## src/verilog/gsc_pkg.sv

```systemverilog
// Constants for the gauge state and control command block.
// Assumes a single 25 MHz core clock shared by the SMBus layer and the gauge.
package gsc_pkg;

  // Core clock rate and time figures
  localparam int unsigned CLK_HZ = 25_000_000;
  localparam int unsigned PF_RETRY_S = 4;          // Lockout after a failed clear
  localparam int unsigned RESET_STRETCH_US = 2000; // Bus clock stretch on full reset
  localparam int unsigned PF_RETRY_CYCLES = PF_RETRY_S * CLK_HZ;
  localparam int unsigned RESET_STRETCH_CYCLES = (RESET_STRETCH_US * (CLK_HZ / 1_000_000));

  // Control words written to the manufacturer access command
  localparam logic [15:0] CMD_SHUTDOWN = 16'h0010;
  localparam logic [15:0] CMD_SLEEP = 16'h0011;
  localparam logic [15:0] CMD_TRACK_ENABLE = 16'h0021;
  localparam logic [15:0] CMD_PF_CLEAR_1 = 16'h2673;
  localparam logic [15:0] CMD_PF_CLEAR_2 = 16'h1712;
  localparam logic [15:0] CMD_FUSE_BLOW = 16'h0030;
  localparam logic [15:0] CMD_FUSE_RELEASE = 16'h0031;
  localparam logic [15:0] CMD_LEDS_ON = 16'h0032;
  localparam logic [15:0] CMD_LEDS_OFF = 16'h0033;
  localparam logic [15:0] CMD_DISPLAY_ON = 16'h0034;
  localparam logic [15:0] CMD_CALIBRATE = 16'h0040;
  localparam logic [15:0] CMD_FULL_RESET = 16'h0041;

  // Battery state codes
  localparam logic [3:0] ST_WAKE = 4'h0;
  localparam logic [3:0] ST_DISCHARGE = 4'h1;
  localparam logic [3:0] ST_PRECHARGE = 4'h3;
  localparam logic [3:0] ST_FAST_CHARGE = 4'h5;
  localparam logic [3:0] ST_MAINT_CHARGE = 4'h7;
  localparam logic [3:0] ST_CHARGE_FAULT = 4'h8;
  localparam logic [3:0] ST_PERM_FAIL = 4'h9;
  localparam logic [3:0] ST_DSG_OVERCURRENT = 4'ha;
  localparam logic [3:0] ST_CHG_OVERHEAT = 4'hb;
  localparam logic [3:0] ST_SHORT_FAIL = 4'hc;
  localparam logic [3:0] ST_SLEEP = 4'hd;
  localparam logic [3:0] ST_DEPLETED = 4'he;
  localparam logic [3:0] ST_REMOVED = 4'hf;

  // Manufacturer status word layout
  localparam logic [7:0] MFG_STATUS_LOW = 8'h02;

  // Register indices on the plain register port
  localparam int unsigned REG_AW = 4;
  localparam logic [3:0] REG_UPDATE_FLAGS = 4'h0;
  localparam logic [3:0] REG_MFG_STATUS = 4'h1;
  localparam logic [3:0] REG_CTRL_STATUS = 4'h2;
  localparam logic [3:0] REG_CTRL = 4'h3;

  // Field positions
  localparam int unsigned UPD_TRACK_BIT = 2;   // Tracking enable in update flags
  localparam logic [7:0] UPD_RESET = 8'h00;
  localparam int unsigned CTRL_CAL_EXIT_BIT = 0; // Write 1 to leave calibration
  localparam int unsigned CTRL_FLASH_LOCK_BIT = 1; // Write 1 to relock flash

  // Permanent failure clear sequence
  typedef enum logic [1:0] {
    PFC_IDLE,
    PFC_ARMED,
    PFC_LOCKOUT
  } gsc_pfc_t;

endpackage : gsc_pkg

```

## src/verilog/gsc_control.sv

```systemverilog
// Battery state encoder and manufacturer access control word interpreter.
// Assumes the SMBus layer hands over each decoded word write as a one-cycle
// pulse on the core clock and flags any other bus traffic as a pulse too.
`timescale 1ns/100ps

// Notes on behaviour
// State code in high byte low nibble
// Host sends words as manufacturer access writes
// Wake flag gives state zero
// Precharge without discharging gives three
// Maintenance charge without discharging gives seven
// Fast charge without discharging gives five
// Charge suspended, discharge allowed gives one
// Charge fault without discharging gives eight
// Short or overload, no overheat/overcurrent: C
// Discharge overcurrent either level gives a
// Pack absent gives f
// Sleep gives d; communication wakes
// Sealed device ignores every control word
// Shutdown word checks permission then shuts down
// Sleep word enters sleep
// Tracking word starts tracking, sets flags
// Update flags: only bit 2 used
// Clear pair clears failure, releases fuse, unlocks
// Broken pair fails; four second retry lockout
// Fuse blow drives pins active
// Fuse release if permitted, failure stays
// Leds forced on, or all off
// Display shows charge then times out
// Calibration word enters calibration
// Full reset word, clock stretched meanwhile
module gsc_control #(
  parameter int unsigned PF_RETRY_CYCLES = gsc_pkg::PF_RETRY_CYCLES,
  parameter int unsigned RESET_STRETCH_CYCLES = gsc_pkg::RESET_STRETCH_CYCLES
) (
  input wire logic sys_clk,
  input wire logic reset_n,
  // Register port
  input wire logic [gsc_pkg::REG_AW-1:0] reg_addr,
  input wire logic [15:0] reg_wdata,
  input wire logic reg_wr,
  input wire logic reg_rd,
  output logic [15:0] reg_rdata,
  // Words from the SMBus layer
  input wire logic mac_write,
  input wire logic [15:0] mac_word,
  input wire logic bus_activity,
  // Gauge status flags
  input wire logic sealed_flag,
  input wire logic wake_flag,
  input wire logic pack_present_flag,
  input wire logic discharging_flag,
  input wire logic precharge_flag,
  input wire logic maintenance_charge_flag,
  input wire logic fast_charge_flag,
  input wire logic charge_suspended_flag,
  input wire logic discharge_disabled_flag,
  input wire logic discharge_inhibit_flag,
  input wire logic charge_overcurrent_flag,
  input wire logic charge_overvoltage_flag,
  input wire logic precharge_timeout_flag,
  input wire logic fast_charge_timeout_flag,
  input wire logic overcharge_flag,
  input wire logic low_voltage_charge_suspend,
  input wire logic charge_short_flag,
  input wire logic discharge_overload_flag,
  input wire logic discharge_short_flag,
  input wire logic discharge_overcurrent_flag,
  input wire logic discharge_overcurrent_tier2,
  input wire logic charge_overcurrent_safety,
  input wire logic charge_overtemp_flag,
  input wire logic discharge_overtemp_flag,
  input wire logic pf_detect,
  input wire logic [1:0] fet_state,
  input wire logic [1:0] pf_cause,
  input wire logic shutdown_permitted,
  input wire logic fuse_release_permitted,
  // Results
  output logic [15:0] mfg_status_word,
  output logic permanent_failure_flag,
  output logic shutdown_req,
  output logic sleep_active,
  output logic tracking_start,
  output logic voltage_ok_set,
  output logic capacity_update_set,
  output logic fuse_drive_n,
  output logic fuse_drive,
  output logic pf_clear_done,
  output logic flash_unlocked,
  output logic leds_force_on,
  output logic leds_off,
  output logic display_start,
  output logic calibration_active,
  output logic full_reset_req,
  output logic bus_clock_stretch
);

  //////////////////////////////////////////////////////////////////////////////
  // Elaboration checks

  initial begin
    if (PF_RETRY_CYCLES < 1 || PF_RETRY_CYCLES >= (1 << 27)) begin
      $error("PF_RETRY_CYCLES out of range");
    end
    if (RESET_STRETCH_CYCLES < 1 || RESET_STRETCH_CYCLES >= (1 << 20)) begin
      $error("RESET_STRETCH_CYCLES out of range");
    end
  end

  //////////////////////////////////////////////////////////////////////////////
  // Command decode

  // True when an unsealed word write carries the given code
  function automatic logic cmd_hit(input logic [15:0] code);
    cmd_hit = mac_write && !sealed_flag && (mac_word == code);
  endfunction : cmd_hit

  logic [3:0] state_code; // Combinational state code
  logic [7:0] upd_flags_ff; // Update flags register
  gsc_pkg::gsc_pfc_t pfc_state_ff; // Clear sequence state
  gsc_pkg::gsc_pfc_t nxt_pfc_state;
  logic [26:0] retry_cnt_ff; // Lockout countdown
  logic [19:0] stretch_cnt_ff; // Full reset stretch countdown
  logic [15:0] rdata_ff; // Read data, one cycle after the strobe
  logic pf_ff, sleep_ff, fuse_n_ff, fuse_ff, unlock_ff; // Mode levels
  logic led_on_ff, cal_ff, stretch_ff; // More mode levels
  logic shutdown_ff, track_ff, leds_off_ff, display_ff, pf_done_ff, full_reset_ff; // Pulses
  logic ctrl_wr, retry_done, pair_ok, pair_fail; // Decode helpers

  assign ctrl_wr = reg_wr && (reg_addr == gsc_pkg::REG_CTRL);
  assign retry_done = (retry_cnt_ff == 27'h0000000);
  // Second code while armed completes the pair
  assign pair_ok = (pfc_state_ff == gsc_pkg::PFC_ARMED) && cmd_hit(gsc_pkg::CMD_PF_CLEAR_2);
  // Anything else on the bus while armed spoils it
  assign pair_fail = (pfc_state_ff == gsc_pkg::PFC_ARMED)
                     && (bus_activity || (mac_write && !pair_ok));

  //////////////////////////////////////////////////////////////////////////////
  // State code encoder; priority runs from pack removed, sleep and failure down to plain discharge

  always_comb begin
    if (!pack_present_flag) begin
      state_code = gsc_pkg::ST_REMOVED;
    end else if (sleep_ff) begin
      state_code = gsc_pkg::ST_SLEEP;
    end else if (pf_ff) begin
      state_code = gsc_pkg::ST_PERM_FAIL;
    end else if (wake_flag) begin
      state_code = gsc_pkg::ST_WAKE;
    end else if (charge_overtemp_flag) begin
      state_code = gsc_pkg::ST_CHG_OVERHEAT;
    end else if (discharge_overtemp_flag) begin
      state_code = gsc_pkg::ST_DEPLETED;
    end else if (discharge_overcurrent_flag || discharge_overcurrent_tier2) begin
      state_code = gsc_pkg::ST_DSG_OVERCURRENT;
    end else if ((charge_short_flag || discharge_overload_flag || discharge_short_flag)
                 && !charge_overcurrent_safety) begin
      state_code = gsc_pkg::ST_SHORT_FAIL;
    end else if (!discharging_flag && (charge_overcurrent_flag || charge_overvoltage_flag
                 || precharge_timeout_flag || fast_charge_timeout_flag
                 || overcharge_flag || low_voltage_charge_suspend)) begin
      state_code = gsc_pkg::ST_CHARGE_FAULT;
    end else if ((discharge_disabled_flag || discharge_inhibit_flag) && discharging_flag) begin
      state_code = gsc_pkg::ST_DEPLETED;
    end else if (precharge_flag && !discharging_flag) begin
      state_code = gsc_pkg::ST_PRECHARGE;
    end else if (maintenance_charge_flag && !discharging_flag) begin
      state_code = gsc_pkg::ST_MAINT_CHARGE;
    end else if (fast_charge_flag && !discharging_flag) begin
      state_code = gsc_pkg::ST_FAST_CHARGE;
    end else if (charge_suspended_flag && !discharge_disabled_flag
                 && !discharge_inhibit_flag) begin
      state_code = gsc_pkg::ST_DISCHARGE;
    end else begin
      // Nothing matched: report plain discharge as the quiet state
      state_code = gsc_pkg::ST_DISCHARGE;
    end
  end

  // Status word: FET and failure cause above the state nibble
  assign mfg_status_word = {fet_state, pf_cause, state_code, gsc_pkg::MFG_STATUS_LOW};

  //////////////////////////////////////////////////////////////////////////////
  // Power modes

  // Sleep is left on any bus traffic, including any word write but an unsealed sleep word
  always_ff @(posedge sys_clk or negedge reset_n) begin
    if (!reset_n) begin
      sleep_ff <= 1'b0;
    end else if (cmd_hit(gsc_pkg::CMD_SLEEP)) begin
      sleep_ff <= 1'b1;
    end else if (bus_activity || mac_write || stretch_ff) begin
      sleep_ff <= 1'b0;
    end
  end

  // One-cycle command pulses; display timing itself lives in the LED driver
  always_ff @(posedge sys_clk or negedge reset_n) begin
    if (!reset_n) begin
      {shutdown_ff, track_ff, pf_done_ff, leds_off_ff, display_ff, full_reset_ff} <= 6'h00;
    end else begin
      shutdown_ff <= cmd_hit(gsc_pkg::CMD_SHUTDOWN) && shutdown_permitted;
      track_ff <= cmd_hit(gsc_pkg::CMD_TRACK_ENABLE);
      pf_done_ff <= pair_ok;
      leds_off_ff <= cmd_hit(gsc_pkg::CMD_LEDS_OFF);
      display_ff <= cmd_hit(gsc_pkg::CMD_DISPLAY_ON);
      full_reset_ff <= !stretch_ff && cmd_hit(gsc_pkg::CMD_FULL_RESET);
    end
  end

  //////////////////////////////////////////////////////////////////////////////
  // Tracking start and update flags

  // Only the tracking bit is stored; the command beats a same-cycle write
  always_ff @(posedge sys_clk or negedge reset_n) begin
    if (!reset_n) begin
      upd_flags_ff <= gsc_pkg::UPD_RESET;
    end else if (stretch_ff) begin
      upd_flags_ff <= gsc_pkg::UPD_RESET;
    end else if (cmd_hit(gsc_pkg::CMD_TRACK_ENABLE)) begin
      upd_flags_ff[gsc_pkg::UPD_TRACK_BIT] <= 1'b1;
    end else if (reg_wr && (reg_addr == gsc_pkg::REG_UPDATE_FLAGS)) begin
      upd_flags_ff[gsc_pkg::UPD_TRACK_BIT] <= reg_wdata[gsc_pkg::UPD_TRACK_BIT];
    end
  end

  //////////////////////////////////////////////////////////////////////////////
  // Permanent failure clear sequence

  always_comb begin
    nxt_pfc_state = pfc_state_ff;
    case (pfc_state_ff)
      gsc_pkg::PFC_IDLE: begin
        if (cmd_hit(gsc_pkg::CMD_PF_CLEAR_1)) begin
          nxt_pfc_state = gsc_pkg::PFC_ARMED;
        end
      end
      gsc_pkg::PFC_ARMED: begin
        if (pair_ok) begin
          nxt_pfc_state = gsc_pkg::PFC_IDLE;
        end else if (pair_fail) begin
          nxt_pfc_state = gsc_pkg::PFC_LOCKOUT;
        end
      end
      gsc_pkg::PFC_LOCKOUT: begin
        // First code is ignored until the bus has been quiet long enough
        if (retry_done && !bus_activity && !mac_write) begin
          nxt_pfc_state = gsc_pkg::PFC_IDLE;
        end
      end
      default: begin
        nxt_pfc_state = gsc_pkg::PFC_IDLE;
      end
    endcase
  end

  always_ff @(posedge sys_clk or negedge reset_n) begin
    if (!reset_n) begin
      pfc_state_ff <= gsc_pkg::PFC_IDLE;
    end else begin
      pfc_state_ff <= nxt_pfc_state;
    end
  end

  // Each communication during lockout restarts the quiet time
  always_ff @(posedge sys_clk or negedge reset_n) begin
    if (!reset_n) begin
      retry_cnt_ff <= 27'h0000000;
    end else if (pair_fail
                 || ((pfc_state_ff == gsc_pkg::PFC_LOCKOUT) && (bus_activity || mac_write))) begin
      retry_cnt_ff <= 27'(PF_RETRY_CYCLES - 1);
    end else if (!retry_done) begin
      retry_cnt_ff <= retry_cnt_ff - 27'h0000001;
    end
  end

  // Failure flag: a detection in the clearing cycle wins
  always_ff @(posedge sys_clk or negedge reset_n) begin
    if (!reset_n) begin
      pf_ff <= 1'b0;
    end else if (pf_detect) begin
      pf_ff <= 1'b1;
    end else if (pair_ok) begin
      pf_ff <= 1'b0;
    end
  end

  // Flash stays unlocked until software relocks it or a full reset
  always_ff @(posedge sys_clk or negedge reset_n) begin
    if (!reset_n) begin
      unlock_ff <= 1'b0;
    end else if (pair_ok) begin
      unlock_ff <= 1'b1;
    end else if (stretch_ff || (ctrl_wr && reg_wdata[gsc_pkg::CTRL_FLASH_LOCK_BIT])) begin
      unlock_ff <= 1'b0;
    end
  end

  //////////////////////////////////////////////////////////////////////////////
  // Fuse drive pins; the pair always moves together

  always_ff @(posedge sys_clk or negedge reset_n) begin
    if (!reset_n) begin
      fuse_n_ff <= 1'b1;
      fuse_ff <= 1'b0;
    end else if (cmd_hit(gsc_pkg::CMD_FUSE_BLOW)) begin
      fuse_n_ff <= 1'b0;
      fuse_ff <= 1'b1;
    end else if (pair_ok
                 || (cmd_hit(gsc_pkg::CMD_FUSE_RELEASE) && fuse_release_permitted)) begin
      // Release leaves the failure flag alone
      fuse_n_ff <= 1'b1;
      fuse_ff <= 1'b0;
    end
  end

  //////////////////////////////////////////////////////////////////////////////
  // LED control

  always_ff @(posedge sys_clk or negedge reset_n) begin
    if (!reset_n) begin
      led_on_ff <= 1'b0;
    end else if (cmd_hit(gsc_pkg::CMD_LEDS_ON)) begin
      led_on_ff <= 1'b1;
    end else if (cmd_hit(gsc_pkg::CMD_LEDS_OFF) || cmd_hit(gsc_pkg::CMD_DISPLAY_ON)
                 || stretch_ff) begin
      led_on_ff <= 1'b0;
    end
  end

  //////////////////////////////////////////////////////////////////////////////
  // Calibration and full reset

  always_ff @(posedge sys_clk or negedge reset_n) begin
    if (!reset_n) begin
      cal_ff <= 1'b0;
    end else if (cmd_hit(gsc_pkg::CMD_CALIBRATE)) begin
      cal_ff <= 1'b1;
    end else if (stretch_ff || (ctrl_wr && reg_wdata[gsc_pkg::CTRL_CAL_EXIT_BIT])) begin
      cal_ff <= 1'b0;
    end
  end

  // Stretch holds the bus clock low while the reset runs its course
  always_ff @(posedge sys_clk or negedge reset_n) begin
    if (!reset_n) begin
      stretch_ff <= 1'b0;
      stretch_cnt_ff <= 20'h00000;
    end else if (!stretch_ff && cmd_hit(gsc_pkg::CMD_FULL_RESET)) begin
      stretch_ff <= 1'b1;
      stretch_cnt_ff <= 20'(RESET_STRETCH_CYCLES - 1);
    end else if (stretch_ff) begin
      if (stretch_cnt_ff == 20'h00000) begin
        stretch_ff <= 1'b0;
      end else begin
        stretch_cnt_ff <= stretch_cnt_ff - 20'h00001;
      end
    end
  end

  //////////////////////////////////////////////////////////////////////////////
  // Register reads, one cycle after the strobe

  always_ff @(posedge sys_clk or negedge reset_n) begin
    if (!reset_n) begin
      rdata_ff <= 16'h0000;
    end else if (reg_rd) begin
      case (reg_addr)
        gsc_pkg::REG_UPDATE_FLAGS: rdata_ff <= {8'h00, upd_flags_ff};
        gsc_pkg::REG_MFG_STATUS: rdata_ff <= mfg_status_word;
        gsc_pkg::REG_CTRL_STATUS: begin
          rdata_ff <= {6'h00, pfc_state_ff, stretch_ff, cal_ff, led_on_ff, unlock_ff,
                       fuse_ff, fuse_n_ff, sleep_ff, pf_ff};
        end
        default: rdata_ff <= 16'h0000;
      endcase
    end else begin
      rdata_ff <= 16'h0000;
    end
  end

  //////////////////////////////////////////////////////////////////////////////
  // Outputs

  assign reg_rdata = rdata_ff;
  assign permanent_failure_flag = pf_ff;
  assign shutdown_req = shutdown_ff;
  assign sleep_active = sleep_ff;
  assign tracking_start = track_ff;
  assign voltage_ok_set = track_ff;
  assign capacity_update_set = track_ff;
  assign fuse_drive_n = fuse_n_ff;
  assign fuse_drive = fuse_ff;
  assign pf_clear_done = pf_done_ff;
  assign flash_unlocked = unlock_ff;
  assign leds_force_on = led_on_ff;
  assign leds_off = leds_off_ff;
  assign display_start = display_ff;
  assign calibration_active = cal_ff;
  assign full_reset_req = full_reset_ff;
  assign bus_clock_stretch = stretch_ff;

endmodule : gsc_control

```

## config.mk

```make
export PLATFORM = sky130hd
export DESIGN_NAME = gsc_control
export DESIGN_NICKNAME = d
export VERILOG_FILES = /design/src/verilog/gsc_pkg.sv /design/src/verilog/gsc_control.sv
export SDC_FILE = /design/constraint.sdc
export NUM_CORES = 1
export LEC_CHECK = 0
export BUFFER_PORTS_ARGS = -buffer_cell sky130_fd_sc_hd__buf_2
export CAP_MARGIN = 20
export CORE_ASPECT_RATIO = 1.4
export CORE_MARGIN = 4
export CORE_UTILIZATION = 45
export DETAILED_ROUTE_END_ITERATION = 10
export GPL_ROUTABILITY_DRIVEN = 0
export PLACE_DENSITY = 0.7
export SLEW_MARGIN = 20
export SYNTH_ARGS = -nofsm -noshare
export SYNTH_HDL_FRONTEND = slang
export SYNTH_SLANG_ARGS = --single-unit
```

## constraint.sdc

```tcl
create_clock -name sys_clk -period 3 [get_ports sys_clk]
set_input_delay 0.15 -clock sys_clk [delete_from_list [all_inputs] [get_ports sys_clk]]
set_output_delay 0.15 -clock sys_clk [all_outputs]
set_load 0.05 [all_outputs]
```

# Word level (Yosys, flattened, before mapping)
# Cells that the tools add are included.
dict set report op_classes {
  n_addsub 2
  eq_ne 22
  n_mux 45
  n_reduce_logical 71
}
# cell n
set op_table {}
lappend op_table {{$eq A16 B6 Y1 const B} 6}
lappend op_table {{$mux W20} 3}
lappend op_table {{$mux W27} 2}
lappend op_table {{$pmux W16 S3} 1}
lappend op_table {{$mux W4} 10}
lappend op_table {{$eq A16 B5 Y1 const B} 2}
lappend op_table {{$eq A16 B7 Y1 const B} 2}
lappend op_table {{$logic_and A1 B1 Y1} 32}
lappend op_table {{$logic_not A27 Y1} 1}
lappend op_table {{$sub A27 B1 Y27 const B} 1}
lappend op_table {{$logic_not A20 Y1} 1}
lappend op_table {{$mux W1} 20}
lappend op_table {{$sub A20 B1 Y20 const B} 1}
lappend op_table {{$logic_or A1 B1 Y1} 18}
lappend op_table {{$eq A16 B13 Y1 const B} 1}
lappend op_table {{$eq A16 B14 Y1 const B} 1}
lappend op_table {{$mux W16} 1}
lappend op_table {{$reduce_bool A2 Y1} 7}
lappend op_table {{$mux W3} 3}
lappend op_table {{$eq A4 B2 Y1 const B} 2}
lappend op_table {{$mux W2} 4}
lappend op_table {{$logic_not A1 Y1} 7}
lappend op_table {{$ne A2 B2 Y1 const B} 3}
lappend op_table {{$pmux W2 S3} 1}
lappend op_table {{10 further kinds} 10}
dict set report totals {
  reg_bits 80
  inputBits 73
  output_inout_bits 48
  wordCells 159
}

# Depth between registers and ports, before layout
dict set report logic_depth {
  word_depth 17
  mapped_depth 8
  depth_no_buf 7
}

# Worst setup path before layout
# OpenSTA, ideal clock, no wires.
dict set report synth_timing {
  kind {input-to-reg}
  startpoint {in precharge_timeout_flag}
  endpoint {reg rdata_ff[9] (netlist: reg_rdata[9])}
  setup_time_ps 74
  arrival_time_ps 2865
  required_ps 2926
  path_slack_ps 61
  cell_stages 5
  path_buffers 0
  cell_sequence {nor4_1 > a31oi_1 > o211a_1 > o41ai_1 > a22o_1}
}
dict set report synth_via {
  elab_chain_len 16
}
# element line_no
set synth_lines {}
lappend synth_lines {{from (decl)} gsc_control.sv:61} ;# input wire logic precharge_timeout_flag,
lappend synth_lines {{$logic_or A1 B1 Y1 (2 in series)} gsc_control.sv:160} ;# || precharge_timeout_flag || fast_charge_timeout_flag
lappend synth_lines {{$logic_or A1 B1 Y1 (2 in series)} gsc_control.sv:161} ;# || overcharge_flag || low_voltage_charge_suspend)) begin
lappend synth_lines {{$logic_and A1 B1 Y1} gsc_control.sv:159} ;# end else if (!discharging_flag && (charge_overcurrent_flag || charge_overvoltage_flag
lappend synth_lines {{$mux W4} gsc_control.sv:159}
lappend synth_lines {{$mux W4} gsc_control.sv:156} ;# end else if ((charge_short_flag || discharge_overload_flag || discharge_short_flag)
lappend synth_lines {{$mux W4} gsc_control.sv:154} ;# end else if (discharge_overcurrent_flag || discharge_overcurrent_tier2) begin
lappend synth_lines {{$mux W4} gsc_control.sv:152} ;# end else if (discharge_overtemp_flag) begin
lappend synth_lines {{$mux W4} gsc_control.sv:150} ;# end else if (charge_overtemp_flag) begin
lappend synth_lines {{$mux W4} gsc_control.sv:148} ;# end else if (wake_flag) begin
lappend synth_lines {{$mux W4} gsc_control.sv:146} ;# end else if (pf_ff) begin
lappend synth_lines {{$mux W4} gsc_control.sv:144} ;# end else if (sleep_ff) begin
lappend synth_lines {{$mux W4} gsc_control.sv:142} ;# if (!pack_present_flag) begin
lappend synth_lines {{net mfg_status_word[9]} gsc_control.sv:79} ;# output logic [15:0] mfg_status_word,
lappend synth_lines {{$pmux W16 S3} gsc_control.sv:368} ;# case (reg_addr)
lappend synth_lines {{$mux W16} gsc_control.sv:367} ;# end else if (reg_rd) begin
lappend synth_lines {{to (signal assigned)} gsc_control.sv:369} ;# gsc_pkg::REG_UPDATE_FLAGS: rdata_ff <= {8'h00, upd_flags_ff};
lappend synth_lines {{to (signal assigned)} gsc_control.sv:370} ;# gsc_pkg::REG_MFG_STATUS: rdata_ff <= mfg_status_word;
lappend synth_lines {{to (signal assigned)} gsc_control.sv:372} ;# rdata_ff <= {6'h00, pfc_state_ff, stretch_ff, cal_ff, led_on_ff, unlock_ff,
lappend synth_lines {{to (decl)} gsc_control.sv:124} ;# logic [15:0] rdata_ff;
# The timed path passes the listed nets, and every way through them passes these cells.
# A chain may end at the register's enable or synchronous reset.

# Worst setup path in the final report
dict set report layout_timing {
  startpoint {reg retry_cnt_ff[0]}
  endpoint {reg retry_cnt_ff[13]}
}
dict set report layout_via {
  elab_chain_len 3
  word_cells_on_any_way 5
  classes_between {1 x add/sub; 1 x eq/ne; 2 x mux; 1 x reduce/logical}
}
# element line_no
set layout_lines {}
lappend layout_lines {{from (decl)} gsc_control.sv:122} ;# logic [26:0] retry_cnt_ff;
lappend layout_lines {{from (signal assigned)} gsc_control.sv:271} ;# retry_cnt_ff <= 27'(PF_RETRY_CYCLES - 1);
lappend layout_lines {{from (signal assigned)} gsc_control.sv:273} ;# retry_cnt_ff <= retry_cnt_ff - 27'h0000001;
lappend layout_lines {{$sub A27 B1 Y27} gsc_control.sv:273}
lappend layout_lines {{$mux W27} gsc_control.sv:272} ;# end else if (!retry_done) begin
lappend layout_lines {{$mux W27} gsc_control.sv:269} ;# end else if (pair_fail
# Several ways; a longest one is shown, not always the timed one. The select of a mux whose other input is x is not followed.

==> impl_metrics.sql <==
INSERT INTO impl_metrics (metric_group, metric, value, unit) VALUES
('outcome', 'status', 'complete, no violations', ''),
('cts', 'clock_latency', '0.33', 'ns'),
('worst_setup_path', 'slowest_delay', '0.79', 'ns'),
('sta', 'hold_viol_final', '0', ''),
('floorplan', 'core_region_area', '9410', 'µm²'),
('global_routing', 'grt_start_max_net_pins', '81', ''),
('floorplan', 'fp.dieW', '90.7', 'µm'),
('routing', 'drcViolationCount', '0', ''),
('global_routing', 'grt_antenna_before_repair', '0', ''),
('worst_setup_path', 'crit_path_max_fo', '17', ''),
('synth', 'synth_cells', '432', ''),
('global_routing', 'total_congestion_overflow_after_global_routing', '0', ''),
('worst_setup_path', 'critical_path.startpoint_type', 'register', ''),
('worst_setup_path', 'worstPathArrival', '2.84', 'ns'),
('worst_setup_path', 'worst_path_cell_with_the_longest_stage_delay', 'sky130_fd_sc_hd__or4b_2', ''),
('worst_setup_path', 'critPathKind', 'reg2reg', ''),
('sta', 'final.period_utilization', '86.6', '%'),
('job', 'drv.max_cap_violation_count', '0', ''),
('cells_and_area', 'drive_above_1_share', '27.5', '%'),
('hold_path', 'min_path_type', 'in2reg', ''),
('cells_and_area', 'diodes', '0', ''),
('routing', 'routed_wirelength', '10500', 'µm'),
('floorplan', 'die-area', '11200', 'µm²'),
('synth', 'synth-edff-count', '0', ''),
('cts', 'depth_of_the_cts_h_tree', '3', ''),
('power_and_ir_drop', 'share_comb_of_total_power', '6.8', '%'),
('placement', 'count_of_buffers_from_port_buffering', '98', ''),
('routing', 'vias', '3636', ''),
('global_routing', 'first_global_vias', '3664', ''),
('power_and_ir_drop', 'netSwitchingPower', '548', 'µW'),
('global_routing', 'groute.layer.met3.usage', '3.69', '%'),
('floorplan', 'fp-row-count', '42', ''),
('worst_setup_path', 'critical_path.endpoint_type', 'register', ''),
('placement', 'place_area', '4830', 'µm²'),
('floorplan', 'pin_count', '121', ''),
('cells_and_area', 'mostFrequentLayoutCell', 'sky130_fd_sc_hd__buf_2', ''),
('sta', 'clock-skew-final', '0.00555', 'ns'),
('synth', 'yosys.area.top_type_share', '45.9', '%'),
('sta', 'final_max_slew_viol_count', '0', ''),
('synth', 'async_reset_ff_share', '100', '%'),
('sta', 'grt_setup_unrepaired', 'false', ''),
('global_routing', 'gr_layer_usage_met2', '34.4', '%'),
('cts', 'cts_tree', 'done', ''),
('worst_setup_path', 'cp_top_family', 'compound AO/OA/AOI/OAI gates', ''),
('power_and_ir_drop', 'seq_power_share', '42.7', '%'),
('cts', 'cts.clk_slew.worst_paths', '0.06', 'ns'),
('synth', 'postSynthAreaPerCell', '9.97', 'µm²'),
('cts', 'cts_made_buffers', '9', ''),
('sta', 'fin_crit', '2.60', 'ns'),
('sta', 'whs', '0.0377', 'ns'),
('sta', 'max-slew-margin-rel', '37.5', '%'),
('power_and_ir_drop', 'power.switching_fraction', '21.6', '%'),
('synth', 'register_bit_count_reported_by_yosys', '80', ''),
('routing', 'avgRoutedWirePerCell', '16.2', 'µm'),
('synth', 'synth_top_cell_by_area', 'sky130_fd_sc_hd__dfrtp_1', ''),
('routing', 'antenna_violating_nets_post_route', '0', ''),
('power_and_ir_drop', 'internal_power', '1990', 'µW'),
('global_routing', 'track_usage', '19.4', '%'),
('sta', 'setup_viol', '0', ''),
('cells_and_area', 'final_nets', '605', ''),
('sta', 'timing.fmax', '0.385', 'GHz'),
('floorplan', 'start_util', '45.8', '%'),
('global_routing', 'grt_util_met1', '22.1', '%'),
('power_and_ir_drop', 'clkPwrFrac', '50.5', '%'),
('synth', 'synthFlopType', 'sky130_fd_sc_hd__dfrtp_1', ''),
('global_routing', 'global_route.peak_usage_layer', 'met2', ''),
('synth', 'yosysWarningCount', '0', ''),
('cells_and_area', 'mostFrequentLayoutCells', 'sky130_fd_sc_hd__buf_2, sky130_fd_sc_hd__dfrtp_1, sky130_fd_sc_hd__nor2_1', ''),
('power_and_ir_drop', 'power.leakage', '0.00226', 'µW'),
('global_routing', 'grt_pass1_wl', '17500', 'µm'),
('power_and_ir_drop', 'design_power_total', '2540', 'µW');
==> repair_timing <==
item,in CTS,in global routing
hold buffers,1,1
endpoints found under the hold margin,1,79
buffers inserted,0,0
==> metal layers <==
| layer | share of wire [%] | wire length [µm] | vias up |
|---|---|---|---|
| li1 | - | - | 1771 |
| met1 | 40 | 4210 | 1763 |
| met2 | 53 | 5510 | 82 |
| met3 | 3.8 | 396 | 20 |
| met4 | 3.2 | 335 | 0 |
| met5 | 0 | 0 | - |
==> synthesized netlist by cell type (6+ instances only) <==
library cell,number
sky130_fd_sc_hd__a21oi_1,11
sky130_fd_sc_hd__and2_1,11
sky130_fd_sc_hd__buf_4,15
sky130_fd_sc_hd__dfrtp_1,79
sky130_fd_sc_hd__inv_1,15
sky130_fd_sc_hd__mux2i_1,7
sky130_fd_sc_hd__nand2_1,29
sky130_fd_sc_hd__nand2b_1,8
sky130_fd_sc_hd__nand3_1,15
sky130_fd_sc_hd__nand4_1,9
sky130_fd_sc_hd__nor2_1,40
sky130_fd_sc_hd__nor3_1,17
sky130_fd_sc_hd__nor4_1,10
sky130_fd_sc_hd__o211ai_1,8
sky130_fd_sc_hd__o21ai_0,14
sky130_fd_sc_hd__o31ai_1,8
sky130_fd_sc_hd__or2_2,6
sky130_fd_sc_hd__or3_1,9
sky130_fd_sc_hd__or4_1,11
sky130_fd_sc_hd__xor2_1,14
==> worst paths after layout <==
path	slack (ns)	endpoint	depth (start not counted)	from
max reg2reg	0.40	retry_cnt_ff[13]$_DFFE_PN0P_	6	retry_cnt_ff[0]$_DFFE_PN0P_
min in group asynchronous	0.41	reg_rdata[12]$_DFF_PN0_	2	reset_n
max in group asynchronous	2.07	fuse_drive$_DFFE_PN0P_	2	reset_n
min reg2reg	0.51	stretch_cnt_ff[6]$_DFFE_PN0P_	1	stretch_cnt_ff[6]$_DFFE_PN0P_
min	0.04	reg_rdata[15]$_DFF_PN0_	2	fet_state[1]
max	0.40	retry_cnt_ff[13]$_DFFE_PN0P_	6	retry_cnt_ff[0]$_DFFE_PN0P_
==> final cells by class <==
| class | count | area, µm² |
|---|---|---|
| fill | 858 | 4190 |
| clock inverter | 5 | 103 |
| tap | 110 | 138 |
| timing repair buffer | 104 | 547 |
| clock buffer | 11 | 253 |
| multi-input combinational | 319 | 2110 |
| inverter | 16 | 60.1 |
| sequential | 80 | 2000 |
==> through the flow <==
stage,setup slack (ns),std cells
final,0.402,645
after CTS,0.371,644
after global placement,0.441,627
after global routing,0.152,645
after detailed placement,0.408,627
after floorplan,0.0606,438
==> power by group through the flow <==
| stage | Sequential (µW) | Clock [µW] | Combinational, µW |
|---|---|---|---|
| after floorplan | 1110 | 0 | 87.7 |
| after global placement | 1100 | 0 | 167 |
| after detailed placement | 1100 | 0 | 170 |
| after CTS | 1090 | 1300 | 171 |
| after global routing | 1080 | 1360 | 188 |
| final | 1090 | 1280 | 172 |
==> kinds of logic (layout without fill, tap and decap cells) <==
kind of cell	after synthesis	after routing	share of synthesized area, %
AND/OR/NAND/NOR	207	207	29.2
buffers and inverters	39	136	5.02
multiplexers	9	9	2.15
XOR/XNOR	16	16	3.25
AO/OA/AOI/OAI	77	77	13.2
other	2	8	0.174
flip-flops	80	80	46.5
adder cells (fa/ha/maj)	2	2	0.581
==> sequential cells by signal, indices dropped and copies added (netlist names), 2 cells and up <==
register,cells
retry_cnt_ff,27
stretch_cnt_ff,20
reg_rdata,16
pfc_state_ff,2
==> worst reg2reg max path, cell delays in order, from the launching register on <==
cell                       delay (ns)
sky130_fd_sc_hd__dfrtp_1         0.43
sky130_fd_sc_hd__inv_1           0.12
sky130_fd_sc_hd__ha_1            0.21
sky130_fd_sc_hd__or4b_2          0.79
sky130_fd_sc_hd__o31ai_4         0.59
sky130_fd_sc_hd__o21ai_0         0.24
sky130_fd_sc_hd__o211ai_1        0.14
Power figures use the tool's default switching activity.
